File: config.mk
export PLATFORM = sky130hd
export DESIGN_NAME = dadc_out_ctrl
export DESIGN_NICKNAME = d
export VERILOG_FILES = /design/src/common/dadc_pkg.sv /design/src/dadc_lock.sv /design/src/dadc_regs.sv /design/src/dadc_out_ctrl.sv
export VERILOG_INCLUDE_DIRS = /design/src /design/src/common
export SDC_FILE = /design/constraint.sdc
export NUM_CORES = 1
export LEC_CHECK = 0
export BUFFER_PORTS_ARGS = -buffer_cell sky130_fd_sc_hd__buf_4
export CORE_MARGIN = 10
export CORE_UTILIZATION = 50
export DETAILED_ROUTE_END_ITERATION = 10
export PLACE_DENSITY = 0.79
export RECOVER_POWER = 25
export SLEW_MARGIN = 20
export SYNTH_ARGS = -nofsm -noshare
export SYNTH_HDL_FRONTEND = slang
export SYNTH_SLANG_ARGS = --single-unit
File: constraint.sdc
create_clock -name sys_clk -period 2.81 [get_ports sys_clk]
set_clock_uncertainty 0.05 [all_clocks]
set_input_delay 0.562 -clock sys_clk [delete_from_list [all_inputs] [get_ports sys_clk]]
set_output_delay 0.562 -clock sys_clk [all_outputs]
set_load 0.005 [all_outputs]
File: src/common/dadc_cfg.svh
// offsets, reset values and timing counts of the dual converter output control
`ifndef DADC_CFG_SVH
`define DADC_CFG_SVH

// converter word width
`define DADC_W            12
// system clock period in picoseconds (125 MHz)
`define DADC_CLK_PS       32'd8000
// reference recharge time after sleep, in microseconds
`define DADC_SLEEP_WAKE_US 32'd1000
// least wait in system clocks, rounded up
`define DADC_SLEEP_WAKE_CYC \
	((`DADC_SLEEP_WAKE_US * 32'd1000000 + `DADC_CLK_PS - 32'd1) / `DADC_CLK_PS)
// sample clock edges until data is valid after nap
`define DADC_NAP_WAKE_EDGES 8'h64
// sample clock edges the stabilizer needs to lock after reset
`define DADC_LOCK_EDGES   7'h64
// system clocks without a sample edge before lock is lost
`define DADC_STOP_CYC     16'h0400

// levels of the four-level configuration pin
`define DADC_MODE_GND     2'h0
`define DADC_MODE_THIRD   2'h1
`define DADC_MODE_TWO3    2'h2
`define DADC_MODE_VDD     2'h3

// register offsets
`define DADC_REG_STATUS   8'h00
`define DADC_REG_SLEEP    8'h04
`define DADC_REG_NAP      8'h08

// status field positions
`define DADC_ST_PWR_A     0
`define DADC_ST_LOCK_A    3
`define DADC_ST_VALID_A   4
`define DADC_ST_PWR_B     5
`define DADC_ST_LOCK_B    8
`define DADC_ST_VALID_B   9

`endif

File: src/common/dadc_pkg.sv
// types shared by the dual converter output control
package dadc_pkg;

	// power state of one channel
	typedef enum logic [2:0] {
		PWR_RUN,
		PWR_NAP,
		PWR_SLEEP,
		PWR_NAP_EXIT,
		PWR_SLEEP_EXIT
	} dadc_pwr_t;

	// state of one channel
	typedef struct packed {
		dadc_pwr_t   pwr;       // power state
		logic [31:0] wait_cnt;  // recovery countdown
		logic        clk_prev;  // sample clock last cycle
		logic [11:0] pipe_word; // captured, formatted word
		logic        pipe_over; // captured overrange
		logic        pipe_ok;   // capture made while running
		logic        two_comp;  // format of captured word
		logic        stab;      // stabilizer state at capture
		logic [11:0] word;      // presented word
		logic        over;      // presented overrange
		logic        valid;     // presented word is good
	} dadc_chan_t;

	// whole state of the top module
	typedef struct packed {
		dadc_chan_t [1:0] ch;
		logic [11:0]      word_first;
		logic [11:0]      word_second;
		logic             of_first;
		logic             of_second;
		logic             oe_first;
		logic             oe_second;
	} dadc_top_t;

	// state of the stabilizer lock tracker
	typedef struct packed {
		logic [15:0] cnt;    // system clocks since last rise
		logic [15:0] period; // last measured period
		logic [6:0]  edges;  // rises seen since lock loss
		logic        locked; // lock reached
		logic        mid;    // internal falling edge pulse
	} dadc_lock_t;

	// state of the register file
	typedef struct packed {
		logic [31:0] sleep_wake;
		logic [7:0]  nap_wake;
		logic [31:0] rdata;
	} dadc_regs_t;

endpackage : dadc_pkg

File: src/dadc_lock.sv
// duty cycle stabilizer model: lock tracking and internal falling edge
`timescale 1ns/1ps
`default_nettype none
`include "dadc_cfg.svh"

module dadc_lock (
	input  wire logic sys_clk,
	input  wire logic resetn,
	input  wire logic rise,      // rising sample clock edge, one cycle
	output logic      locked_q,  // stabilizer locked
	output logic      mid_q      // internal falling edge, one cycle
);
	dadc_pkg::dadc_lock_t q;
	dadc_pkg::dadc_lock_t d;

	// period measurement, stop detection and edge counting
	always_comb begin
		d = q;
		d.mid = 1'b0;
		if (rise) begin
			d.period = q.cnt;
			d.cnt = 16'h0001;
			if (q.edges != `DADC_LOCK_EDGES) begin
				d.edges = q.edges + 7'h01;
			end
		end else begin
			if (q.cnt != 16'hffff) begin
				d.cnt = q.cnt + 16'h0001;
			end
			// half the period after the rise: internal falling edge
			if (q.period != 16'h0000 && q.cnt == {1'b0, q.period[15:1]}) begin
				d.mid = 1'b1;
			end
		end
		// clock stopped too long: relock from scratch
		if (q.cnt >= `DADC_STOP_CYC) begin
			d.edges = 7'h00;
			d.period = 16'h0000;
		end
		d.locked = (d.edges == `DADC_LOCK_EDGES);
	end

	// state register
	always_ff @(posedge sys_clk) begin
		if (!resetn) begin
			q <= '0;
		end else begin
			q <= d;
		end
	end

	assign locked_q = q.locked;
	assign mid_q    = q.mid;
endmodule : dadc_lock
`default_nettype wire

File: src/dadc_regs.sv
// register file: recovery waits and status readback
`timescale 1ns/1ps
`default_nettype none
`include "dadc_cfg.svh"

module dadc_regs #(
	parameter logic [31:0] SLEEP_RST = `DADC_SLEEP_WAKE_CYC
) (
	input  wire logic        sys_clk,
	input  wire logic        resetn,
	input  wire logic [7:0]  reg_addr,
	input  wire logic [31:0] reg_wdata,
	input  wire logic        reg_wr,
	input  wire logic        reg_rd,
	input  wire logic [9:0]  status,
	output logic [31:0]      reg_rdata,
	output logic [31:0]      sleep_wake_q,
	output logic [7:0]       nap_wake_q
);
	dadc_pkg::dadc_regs_t q;
	dadc_pkg::dadc_regs_t d;

	// decode writes and reads; unmapped reads return zero
	always_comb begin
		d = q;
		d.rdata = 32'h0000_0000;
		if (reg_wr) begin
			unique case (reg_addr)
				`DADC_REG_SLEEP: d.sleep_wake = reg_wdata;
				`DADC_REG_NAP:   d.nap_wake = reg_wdata[7:0];
				default:         d.rdata = 32'h0000_0000;
			endcase
		end
		if (reg_rd) begin
			unique case (reg_addr)
				`DADC_REG_STATUS: d.rdata = {22'h00_0000, status};
				`DADC_REG_SLEEP:  d.rdata = q.sleep_wake;
				`DADC_REG_NAP:    d.rdata = {24'h00_0000, q.nap_wake};
				default:          d.rdata = 32'h0000_0000;
			endcase
		end
	end

	// state register
	always_ff @(posedge sys_clk) begin
		if (!resetn) begin
			q.sleep_wake <= SLEEP_RST;
			q.nap_wake   <= `DADC_NAP_WAKE_EDGES;
			q.rdata      <= 32'h0000_0000;
		end else begin
			q <= d;
		end
	end

	assign reg_rdata    = q.rdata;
	assign sleep_wake_q = q.sleep_wake;
	assign nap_wake_q   = q.nap_wake;

endmodule : dadc_regs
`default_nettype wire

File: src/dadc_out_ctrl.sv
// dual converter output control: format, power states, enables, bus swap
`timescale 1ns/1ps
`default_nettype none
`include "dadc_cfg.svh"

// Summary of operation
// - ground: binary, stabilizer off; third: binary, on
// - two thirds: twos complement on; supply: off
// - one mode pin sets both channels
// - overrange flag high when input out of range
// - enable high floats channel data and flag
// - separate enable per channel
// - shutdown low converts normally
// - shutdown and enable high: sleep, long recovery
// - shutdown high, enable low: nap, 100 cycles
// - sleep and nap float all channel outputs
// - channel power states fully independent
// - swap high: A on first bus, B second
// - swap low: buses exchanged
// - stabilizer: rising sample, internal mid falling edge
// - stabilizer relocks on the 101st edge after a stop
module dadc_out_ctrl #(
	parameter logic [31:0] SLEEP_WAKE_CYC = `DADC_SLEEP_WAKE_CYC
) (
	input  wire logic        sys_clk,
	input  wire logic        resetn,
	input  wire logic [1:0]  mode_level,                  // four-level pin, 0..3
	input  wire logic        sample_clk_first,            // channel A sample clock
	input  wire logic        sample_clk_second,           // channel B sample clock
	input  wire logic [11:0] core_word_first,             // A conversion, offset binary
	input  wire logic        core_over_first,             // A input out of range
	input  wire logic [11:0] core_word_second,            // B conversion, offset binary
	input  wire logic        core_over_second,            // B input out of range
	input  wire logic        power_down_chan_first,
	input  wire logic        power_down_chan_second,
	input  wire logic        output_enable_n_chan_first,
	input  wire logic        output_enable_n_chan_second,
	input  wire logic        bus_swap_sel,
	input  wire logic [7:0]  reg_addr,
	input  wire logic [31:0] reg_wdata,
	input  wire logic        reg_wr,
	input  wire logic        reg_rd,
	output logic [31:0]      reg_rdata,
	output logic [11:0]      data_bus_first,
	output logic             overrange_flag_bus_first,
	output logic             bus_first_oe,                // drives word and flag
	output logic [11:0]      data_bus_second,
	output logic             overrange_flag_bus_second,
	output logic             bus_second_oe
);
	dadc_pkg::dadc_top_t q;           // registered state
	dadc_pkg::dadc_top_t d;           // next state
	logic [1:0]          sclk;        // sample clocks, index 0 is A
	logic [1:0]          pd;          // shutdown inputs
	logic [1:0]          oen;         // active-low enables
	logic [11:0]         core_w [2];  // core words
	logic [1:0]          core_o;      // core overrange
	logic [1:0]          rise;        // rising sample edge this cycle
	logic [1:0]          locked;      // stabilizer lock per channel
	logic [1:0]          mid;         // internal falling edge per channel
	logic [1:0]          drive;       // channel may drive its bus
	logic [31:0]         sleep_wake;  // wait after sleep, system clocks
	logic [7:0]          nap_wake;    // wait after nap, sample edges
	logic [9:0]          status;      // status word for readback

	// mode pin: twos complement at the upper two levels
	function automatic logic mode_tc(input logic [1:0] m);
		return (m == `DADC_MODE_TWO3) || (m == `DADC_MODE_VDD);
	endfunction : mode_tc

	// mode pin: stabilizer on at the two middle levels
	function automatic logic mode_stab(input logic [1:0] m);
		return (m == `DADC_MODE_THIRD) || (m == `DADC_MODE_TWO3);
	endfunction : mode_stab

	// channel powered enough to drive pins
	function automatic logic awake(input dadc_pkg::dadc_pwr_t p);
		return (p != dadc_pkg::PWR_NAP) && (p != dadc_pkg::PWR_SLEEP);
	endfunction : awake

	assign sclk   = {sample_clk_second, sample_clk_first};
	assign pd     = {power_down_chan_second, power_down_chan_first};
	assign oen    = {output_enable_n_chan_second, output_enable_n_chan_first};
	assign core_w[0] = core_word_first;
	assign core_w[1] = core_word_second;
	assign core_o = {core_over_second, core_over_first};

	// edge detect and drive permission per channel
	always_comb begin
		for (int i = 0; i < 2; i++) begin
			rise[i]  = sclk[i] & ~q.ch[i].clk_prev;
			drive[i] = ~oen[i] & awake(q.ch[i].pwr);
		end
	end

	// one stabilizer per channel, each on its own sample clock
	dadc_lock u_lock_first (
		.sys_clk  (sys_clk),
		.resetn   (resetn),
		.rise     (rise[0]),
		.locked_q (locked[0]),
		.mid_q    (mid[0])
	);

	dadc_lock u_lock_second (
		.sys_clk  (sys_clk),
		.resetn   (resetn),
		.rise     (rise[1]),
		.locked_q (locked[1]),
		.mid_q    (mid[1])
	);

	assign status = {q.ch[1].valid, locked[1], q.ch[1].pwr,
	                 q.ch[0].valid, locked[0], q.ch[0].pwr};

	// software sees power states; software sets the recovery waits
	dadc_regs #(
		.SLEEP_RST (SLEEP_WAKE_CYC)
	) u_regs (
		.sys_clk      (sys_clk),
		.resetn       (resetn),
		.reg_addr     (reg_addr),
		.reg_wdata    (reg_wdata),
		.reg_wr       (reg_wr),
		.reg_rd       (reg_rd),
		.status       (status),
		.reg_rdata    (reg_rdata),
		.sleep_wake_q (sleep_wake),
		.nap_wake_q   (nap_wake)
	);

	// channel power, capture and presentation, then the bus swap
	always_comb begin
		logic present;
		logic fall;
		present = 1'b0;
		fall = 1'b0;
		d = q;
		for (int i = 0; i < 2; i++) begin
			fall = ~sclk[i] & q.ch[i].clk_prev;
			d.ch[i].clk_prev = sclk[i];
			// each channel looks only at its own shutdown and enable
			unique case (q.ch[i].pwr)
				dadc_pkg::PWR_RUN: begin
					if (pd[i]) begin
						// enable picks sleep or nap
						d.ch[i].pwr = oen[i] ? dadc_pkg::PWR_SLEEP : dadc_pkg::PWR_NAP;
					end
				end
				dadc_pkg::PWR_NAP: begin
					if (pd[i] && oen[i]) begin
						d.ch[i].pwr = dadc_pkg::PWR_SLEEP;
					end else if (!pd[i]) begin
						d.ch[i].pwr = dadc_pkg::PWR_NAP_EXIT;
						d.ch[i].wait_cnt = {24'h00_0000, nap_wake};
					end
				end
				dadc_pkg::PWR_SLEEP: begin
					// reference is off, so stay asleep until shutdown drops
					if (!pd[i]) begin
						d.ch[i].pwr = dadc_pkg::PWR_SLEEP_EXIT;
						d.ch[i].wait_cnt = sleep_wake;
					end
				end
				dadc_pkg::PWR_NAP_EXIT: begin
					if (pd[i]) begin
						d.ch[i].pwr = oen[i] ? dadc_pkg::PWR_SLEEP : dadc_pkg::PWR_NAP;
					end else if (rise[i]) begin
						// nap recovery counts sample clock edges
						if (q.ch[i].wait_cnt <= 32'h0000_0001) begin
							d.ch[i].pwr = dadc_pkg::PWR_RUN;
						end else begin
							d.ch[i].wait_cnt = q.ch[i].wait_cnt - 32'h0000_0001;
						end
					end
				end
				dadc_pkg::PWR_SLEEP_EXIT: begin
					if (pd[i]) begin
						// reference not yet recharged: back to sleep
						d.ch[i].pwr = dadc_pkg::PWR_SLEEP;
					end else if (q.ch[i].wait_cnt <= 32'h0000_0001) begin
						d.ch[i].pwr = dadc_pkg::PWR_RUN;
					end else begin
						d.ch[i].wait_cnt = q.ch[i].wait_cnt - 32'h0000_0001;
					end
				end
				default: begin
					d.ch[i].pwr = dadc_pkg::PWR_SLEEP;
				end
			endcase
			// capture on the rising edge; mode is frozen with the word
			if (rise[i] && awake(q.ch[i].pwr)) begin
				d.ch[i].two_comp  = mode_tc(mode_level);
				d.ch[i].stab      = mode_stab(mode_level);
				// twos complement is offset binary with the top bit inverted
				d.ch[i].pipe_word = core_w[i] ^ {mode_tc(mode_level), 11'h000};
				d.ch[i].pipe_over = core_o[i];
				d.ch[i].pipe_ok   = (q.ch[i].pwr == dadc_pkg::PWR_RUN);
			end
			// present on the falling edge: internal with stabilizer, else external
			present = q.ch[i].stab ? mid[i] : fall;
			if (present && awake(q.ch[i].pwr)) begin
				d.ch[i].word  = q.ch[i].pipe_word;
				d.ch[i].over  = q.ch[i].pipe_over;
				d.ch[i].valid = q.ch[i].pipe_ok & (~q.ch[i].stab | locked[i]);
			end
			if (!awake(q.ch[i].pwr)) begin
				d.ch[i].valid = 1'b0;
			end
		end
		// swap high: A on first bus; swap low: buses exchanged
		if (bus_swap_sel) begin
			d.word_first  = q.ch[0].word;
			d.of_first    = q.ch[0].over;
			d.oe_first    = drive[0];
			d.word_second = q.ch[1].word;
			d.of_second   = q.ch[1].over;
			d.oe_second   = drive[1];
		end else begin
			d.word_first  = q.ch[1].word;
			d.of_first    = q.ch[1].over;
			d.oe_first    = drive[1];
			d.word_second = q.ch[0].word;
			d.of_second   = q.ch[0].over;
			d.oe_second   = drive[0];
		end
	end

	// state register; channels start in run with pins floating
	always_ff @(posedge sys_clk) begin
		if (!resetn) begin
			q <= '0;
		end else begin
			q <= d;
		end
	end

	// every bus output comes straight from the state register
	assign data_bus_first            = q.word_first;
	assign overrange_flag_bus_first  = q.of_first;
	assign bus_first_oe              = q.oe_first;
	assign data_bus_second           = q.word_second;
	assign overrange_flag_bus_second = q.of_second;
	assign bus_second_oe             = q.oe_second;
endmodule : dadc_out_ctrl
`default_nettype wire

==> results.py <==
metrics = {
    "timing": {
        "max_freq_ghz": 0.3732,
        "tightest_slew_ns": 1.385,
        "rsz0062_at_grt": "no",
        "fin_crit_sh": 0.9535,
        "finalSetupTns_ns": 0,
        "slew_viol_final": 0,
        "hold_viol_final": 0,
        "setup_viol": 0,
        "slew_headroom": 0.07689,
        "layout_min_cycle_time_ns": 2.679,
    },
    "power": {
        "clkPwrFrac": 0.397,
        "switchingPower_mw": 3.066,
        "p_leak_nw": 7.024,
        "ir_worst_vdd_v": 0.0004479,
        "seq_power_share": 0.435,
        "swShare": 0.2836,
        "comb_power_share": 0.168,
        "power.internal_mw": 7.747,
        "power_density_nw_per_um2": 631.3,
    },
    "cells_and_area": {
        "layout.cell_area.non_filler_um2": 17130,
        "final_cell_count_no_fill": 2290,
        "area_growth_syn_to_layout_pct": 16.43,
        "fin_nets": 1974,
        "final_util": 0.5935,
        "drive_gt1_frac": 0.1329,
    },
    "clocking": {
        "cts_tree": "built",
        "cts_root_buf": "clkbuf_16",
        "cts.sinks": 312,
        "cts_hold_buf": 0,
        "cts_inserted_buffers": 35,
        "cts.path.max_buffers": 3,
        "clock_latency_ns": 0.52,
        "h-tree-depth": 2,
        "clk_pin_slew_ns": 0.06,
    },
    "routing": {
        "dr.pass1.iters": 5,
        "drtAntennaViolNets": 0,
        "remaining_drc_errors": 0,
        "num_vias": 13260,
        "drt_iter0_markers": 1161,
        "avgViaCountPerCell": 5.791,
        "totalWireLength_um": 41080,
        "wl_per_cell_um": 17.94,
    },
    "worst_setup_path": {
        "reg2reg_to": "q[90]",
        "crit_buf_inv": 0,
        "path_delay_family": "simple AND/OR/NAND/NOR gates",
        "cp.required_ns": 3.17,
        "rrSetupSlack_ns": 0.13,
        "path_max_fanout": 8,
        "cp_cell_sequence": "or4_4 -> or4_1 -> or3_1 -> o31ai_4 -> nand2_1 -> a32o_1",
        "end_kind": "register",
        "cp_slowest_cell": "or4_4",
        "cp_num_cells": 6,
        "critPathLaunchType": "register",
        "crit_path_max_incr_delay_ns": 0.56,
        "r2r_start": "q[74]",
        "reg2reg_depth": 6,
        "cp_data_arrival_time_ns": 3.04,
        "critPathKind": "register to register",
    },
    "placed_design": {
        "portBuffers": 138,
        "dp.cells": 2228,
        "gp_congestion": 0.9319,
        "hpwlAfterDp_um": 29300,
        "placed_area_um2": 16140,
    },
    "yosys": {
        "synth_area_um2": 14710,
        "avgSynthCellArea_um2": 8.292,
        "ys_types": 68,
        "yosysWarningCount": 0,
        "ys_seq_elements": 312,
        "syn_inst": 1774,
        "synth-edff-count": 0,
        "synth.most_common_cell": "dfxtp_1",
        "ys.flop_type": "dfxtp_1",
        "synth_area_leaders": "dfxtp_1 (42%), nand2_1 (7.8%), mux2i_1 (5.0%)",
        "syn-num-nets": 1867,
        "netlist.area_leader.share": 0.4246,
        "async_reset_ff_frac": 0,
        "synth_top_area_cell": "dfxtp_1",
        "yosysSeqAreaShare": 0.4246,
        "synthTopCellsByCount": "dfxtp_1 (312), nand2_1 (305), nor2_1 (128), a21oi_1 (106), clkbuf_1 (90)",
    },
    "grt": {
        "grt_start_max_net_pins": 52,
        "gr-total-overflow": 0,
        "gr-usage-all-layers": 0.2160,
        "antenna_found_initial": 3,
        "grt_pass1_vias": 12690,
        "grt_pass1_wl_um": 65610,
    },
    "die": {
        "die_area_um2": 36680,
        "rows": 62,
        "die_w_um": 191.5,
        "coreArea_um2": 28860,
        "fp.dieH_um": 191.5,
        "io_pins": 139,
        "initial_utilization": 0.5098,
    },
    "hold_path": {
        "hp-start": "reg_wdata[11]",
        "hold_path.class": "primary input to register",
        "hold_end": "u_regs.sleep_wake_q[11]",
        "min_path_cells": 3,
    },
    "run_status": {
        "outcome": "finished, final reports clean",
    },
    "flow_run": {
        "max-cap-violations": 0,
    },
}
-- power groups by stage --
stage                     Sequential [mW]  Combinational (mW)  Clock [mW]
final                                4.70                1.82        4.29
after global routing                 4.72                2.00        4.52
after CTS                            4.69                1.79        4.35
after detailed placement             4.79                1.78           0
after global placement               4.78                1.75           0
after floorplan                      4.74                1.22           0
-- cells by family (layout without fill, tap and decap cells) --
kind of cell	Yosys count	count (layout)	synth area share
XOR/XNOR	77	77	0.04584
AO/OA/AOI/OAI	365	365	0.1658
flip-flops	312	312	0.4246
adder cells (fa/ha/maj)	14	14	0.01191
multiplexers	73	73	0.04967
other	0	2	0
buffers and inverters	152	282	0.04576
AND/OR/NAND/NOR	781	781	0.2564
-- metrics by stage --
step | power, mW | hold slack (ns) | setup WS, ns
floorplan | 5.961 | 0.3863 | 0.3335
global placement | 6.529 | 0.3949 | 0.1549
detailed placement | 6.567 | 0.4015 | 0.09403
CTS | 10.83 | 0.2086 | 0.07435
global route | 11.24 | 0.2185 | 0.02695
finish | 10.81 | 0.2134 | 0.1308
-- flip-flops by register name, summed over array words and instances, names as in the netlist --
name,flops
u_regs.reg_rdata,32
q,130
data_bus_second,12
u_lock_second.mid_q,1
u_regs.nap_wake_q,8
u_lock_first.q,39
overrange_flag_bus_first,1
u_lock_second.locked_q,1
u_lock_second.q,39
u_lock_first.locked_q,1
data_bus_first,12
u_regs.sleep_wake_q,32
overrange_flag_bus_second,1
bus_first_oe,1
bus_second_oe,1
u_lock_first.mid_q,1
-- worst reg2reg max path: cells and delay by family, from the launching register on --
kind	cells	cell delay [ns]
compound gates	2	0.48
flops	1	0.35
simple gates	4	1.70
-- metal layers --
layer  track usage  share of wire  wire length, um
met1        0.2616           0.41            17040
met2        0.3663           0.48            19890
met4        0.1019          0.043             1776
met3       0.03608          0.057             2358
met5             0        0.00037               15
-- layout by cell type (no fill, tap or decap), types with 6 or more instances in the layout --
| cell type | instances |
|---|---|
| o22ai_1 | 6 |
| and4_1 | 6 |
| inv_1 | 23 |
| a211oi_1 | 7 |
| a31o_2 | 6 |
| nand2b_1 | 15 |
| nand4_1 | 22 |
| nand3_1 | 53 |
| o211a_1 | 10 |
| mux2i_1 | 73 |
| dfxtp_1 | 312 |
| clkbuf_4 | 24 |
| a21boi_0 | 62 |
| xor2_1 | 55 |
| o211ai_1 | 8 |
| a31oi_1 | 8 |
| or3_1 | 15 |
| nor3b_1 | 6 |
| nor4_1 | 38 |
| ha_1 | 14 |
| a22oi_1 | 12 |
| clkbuf_1 | 26 |
| clkinv_2 | 12 |
| nand2_1 | 305 |
| and3_1 | 13 |
| nor2b_1 | 70 |
| a221oi_1 | 13 |
| xnor2_1 | 22 |
| nor2_1 | 128 |
| and2_1 | 32 |
| a21oi_1 | 104 |
| clkbuf_16 | 35 |
| o31ai_1 | 13 |
| o21ai_0 | 60 |
| or4_1 | 12 |
| buf_4 | 149 |
| nor3_1 | 43 |
-- how the worst max path moves through the flow --
stage | startpoint | to | slack (ns)
after detailed placement | q[74] | q[84] | 0.09
after global routing | q[74] | q[90] | 0.03
final | q[74] | q[90] | 0.13
after CTS | q[74] | q[84] | 0.07
after global placement | q[74] | q[90] | 0.15
after floorplan | q[74] | q[90] | 0.33
-- layout make-up --
| cell class | count | area, um^2 |
|---|---|---|
| Fill cell | 2525 | 11730 |
| Multi-Input combinational cell | 1310 | 7809 |
| Sequential cell | 312 | 6246 |
| Timing Repair Buffer | 199 | 1431 |
| Clock buffer | 43 | 945.9 |
| Tap cell | 384 | 480.5 |
| Clock inverter | 17 | 123.9 |
| Inverter | 23 | 86.33 |
| Antenna cell | 2 | 5.005 |
-- what timing repair did --
action | CTS | global route
setup buffers | 0 | 0
endpoints found under the setup margin | 0 | 1
resized for setup | 0 | 1
(Power assumes the default switching activity.)
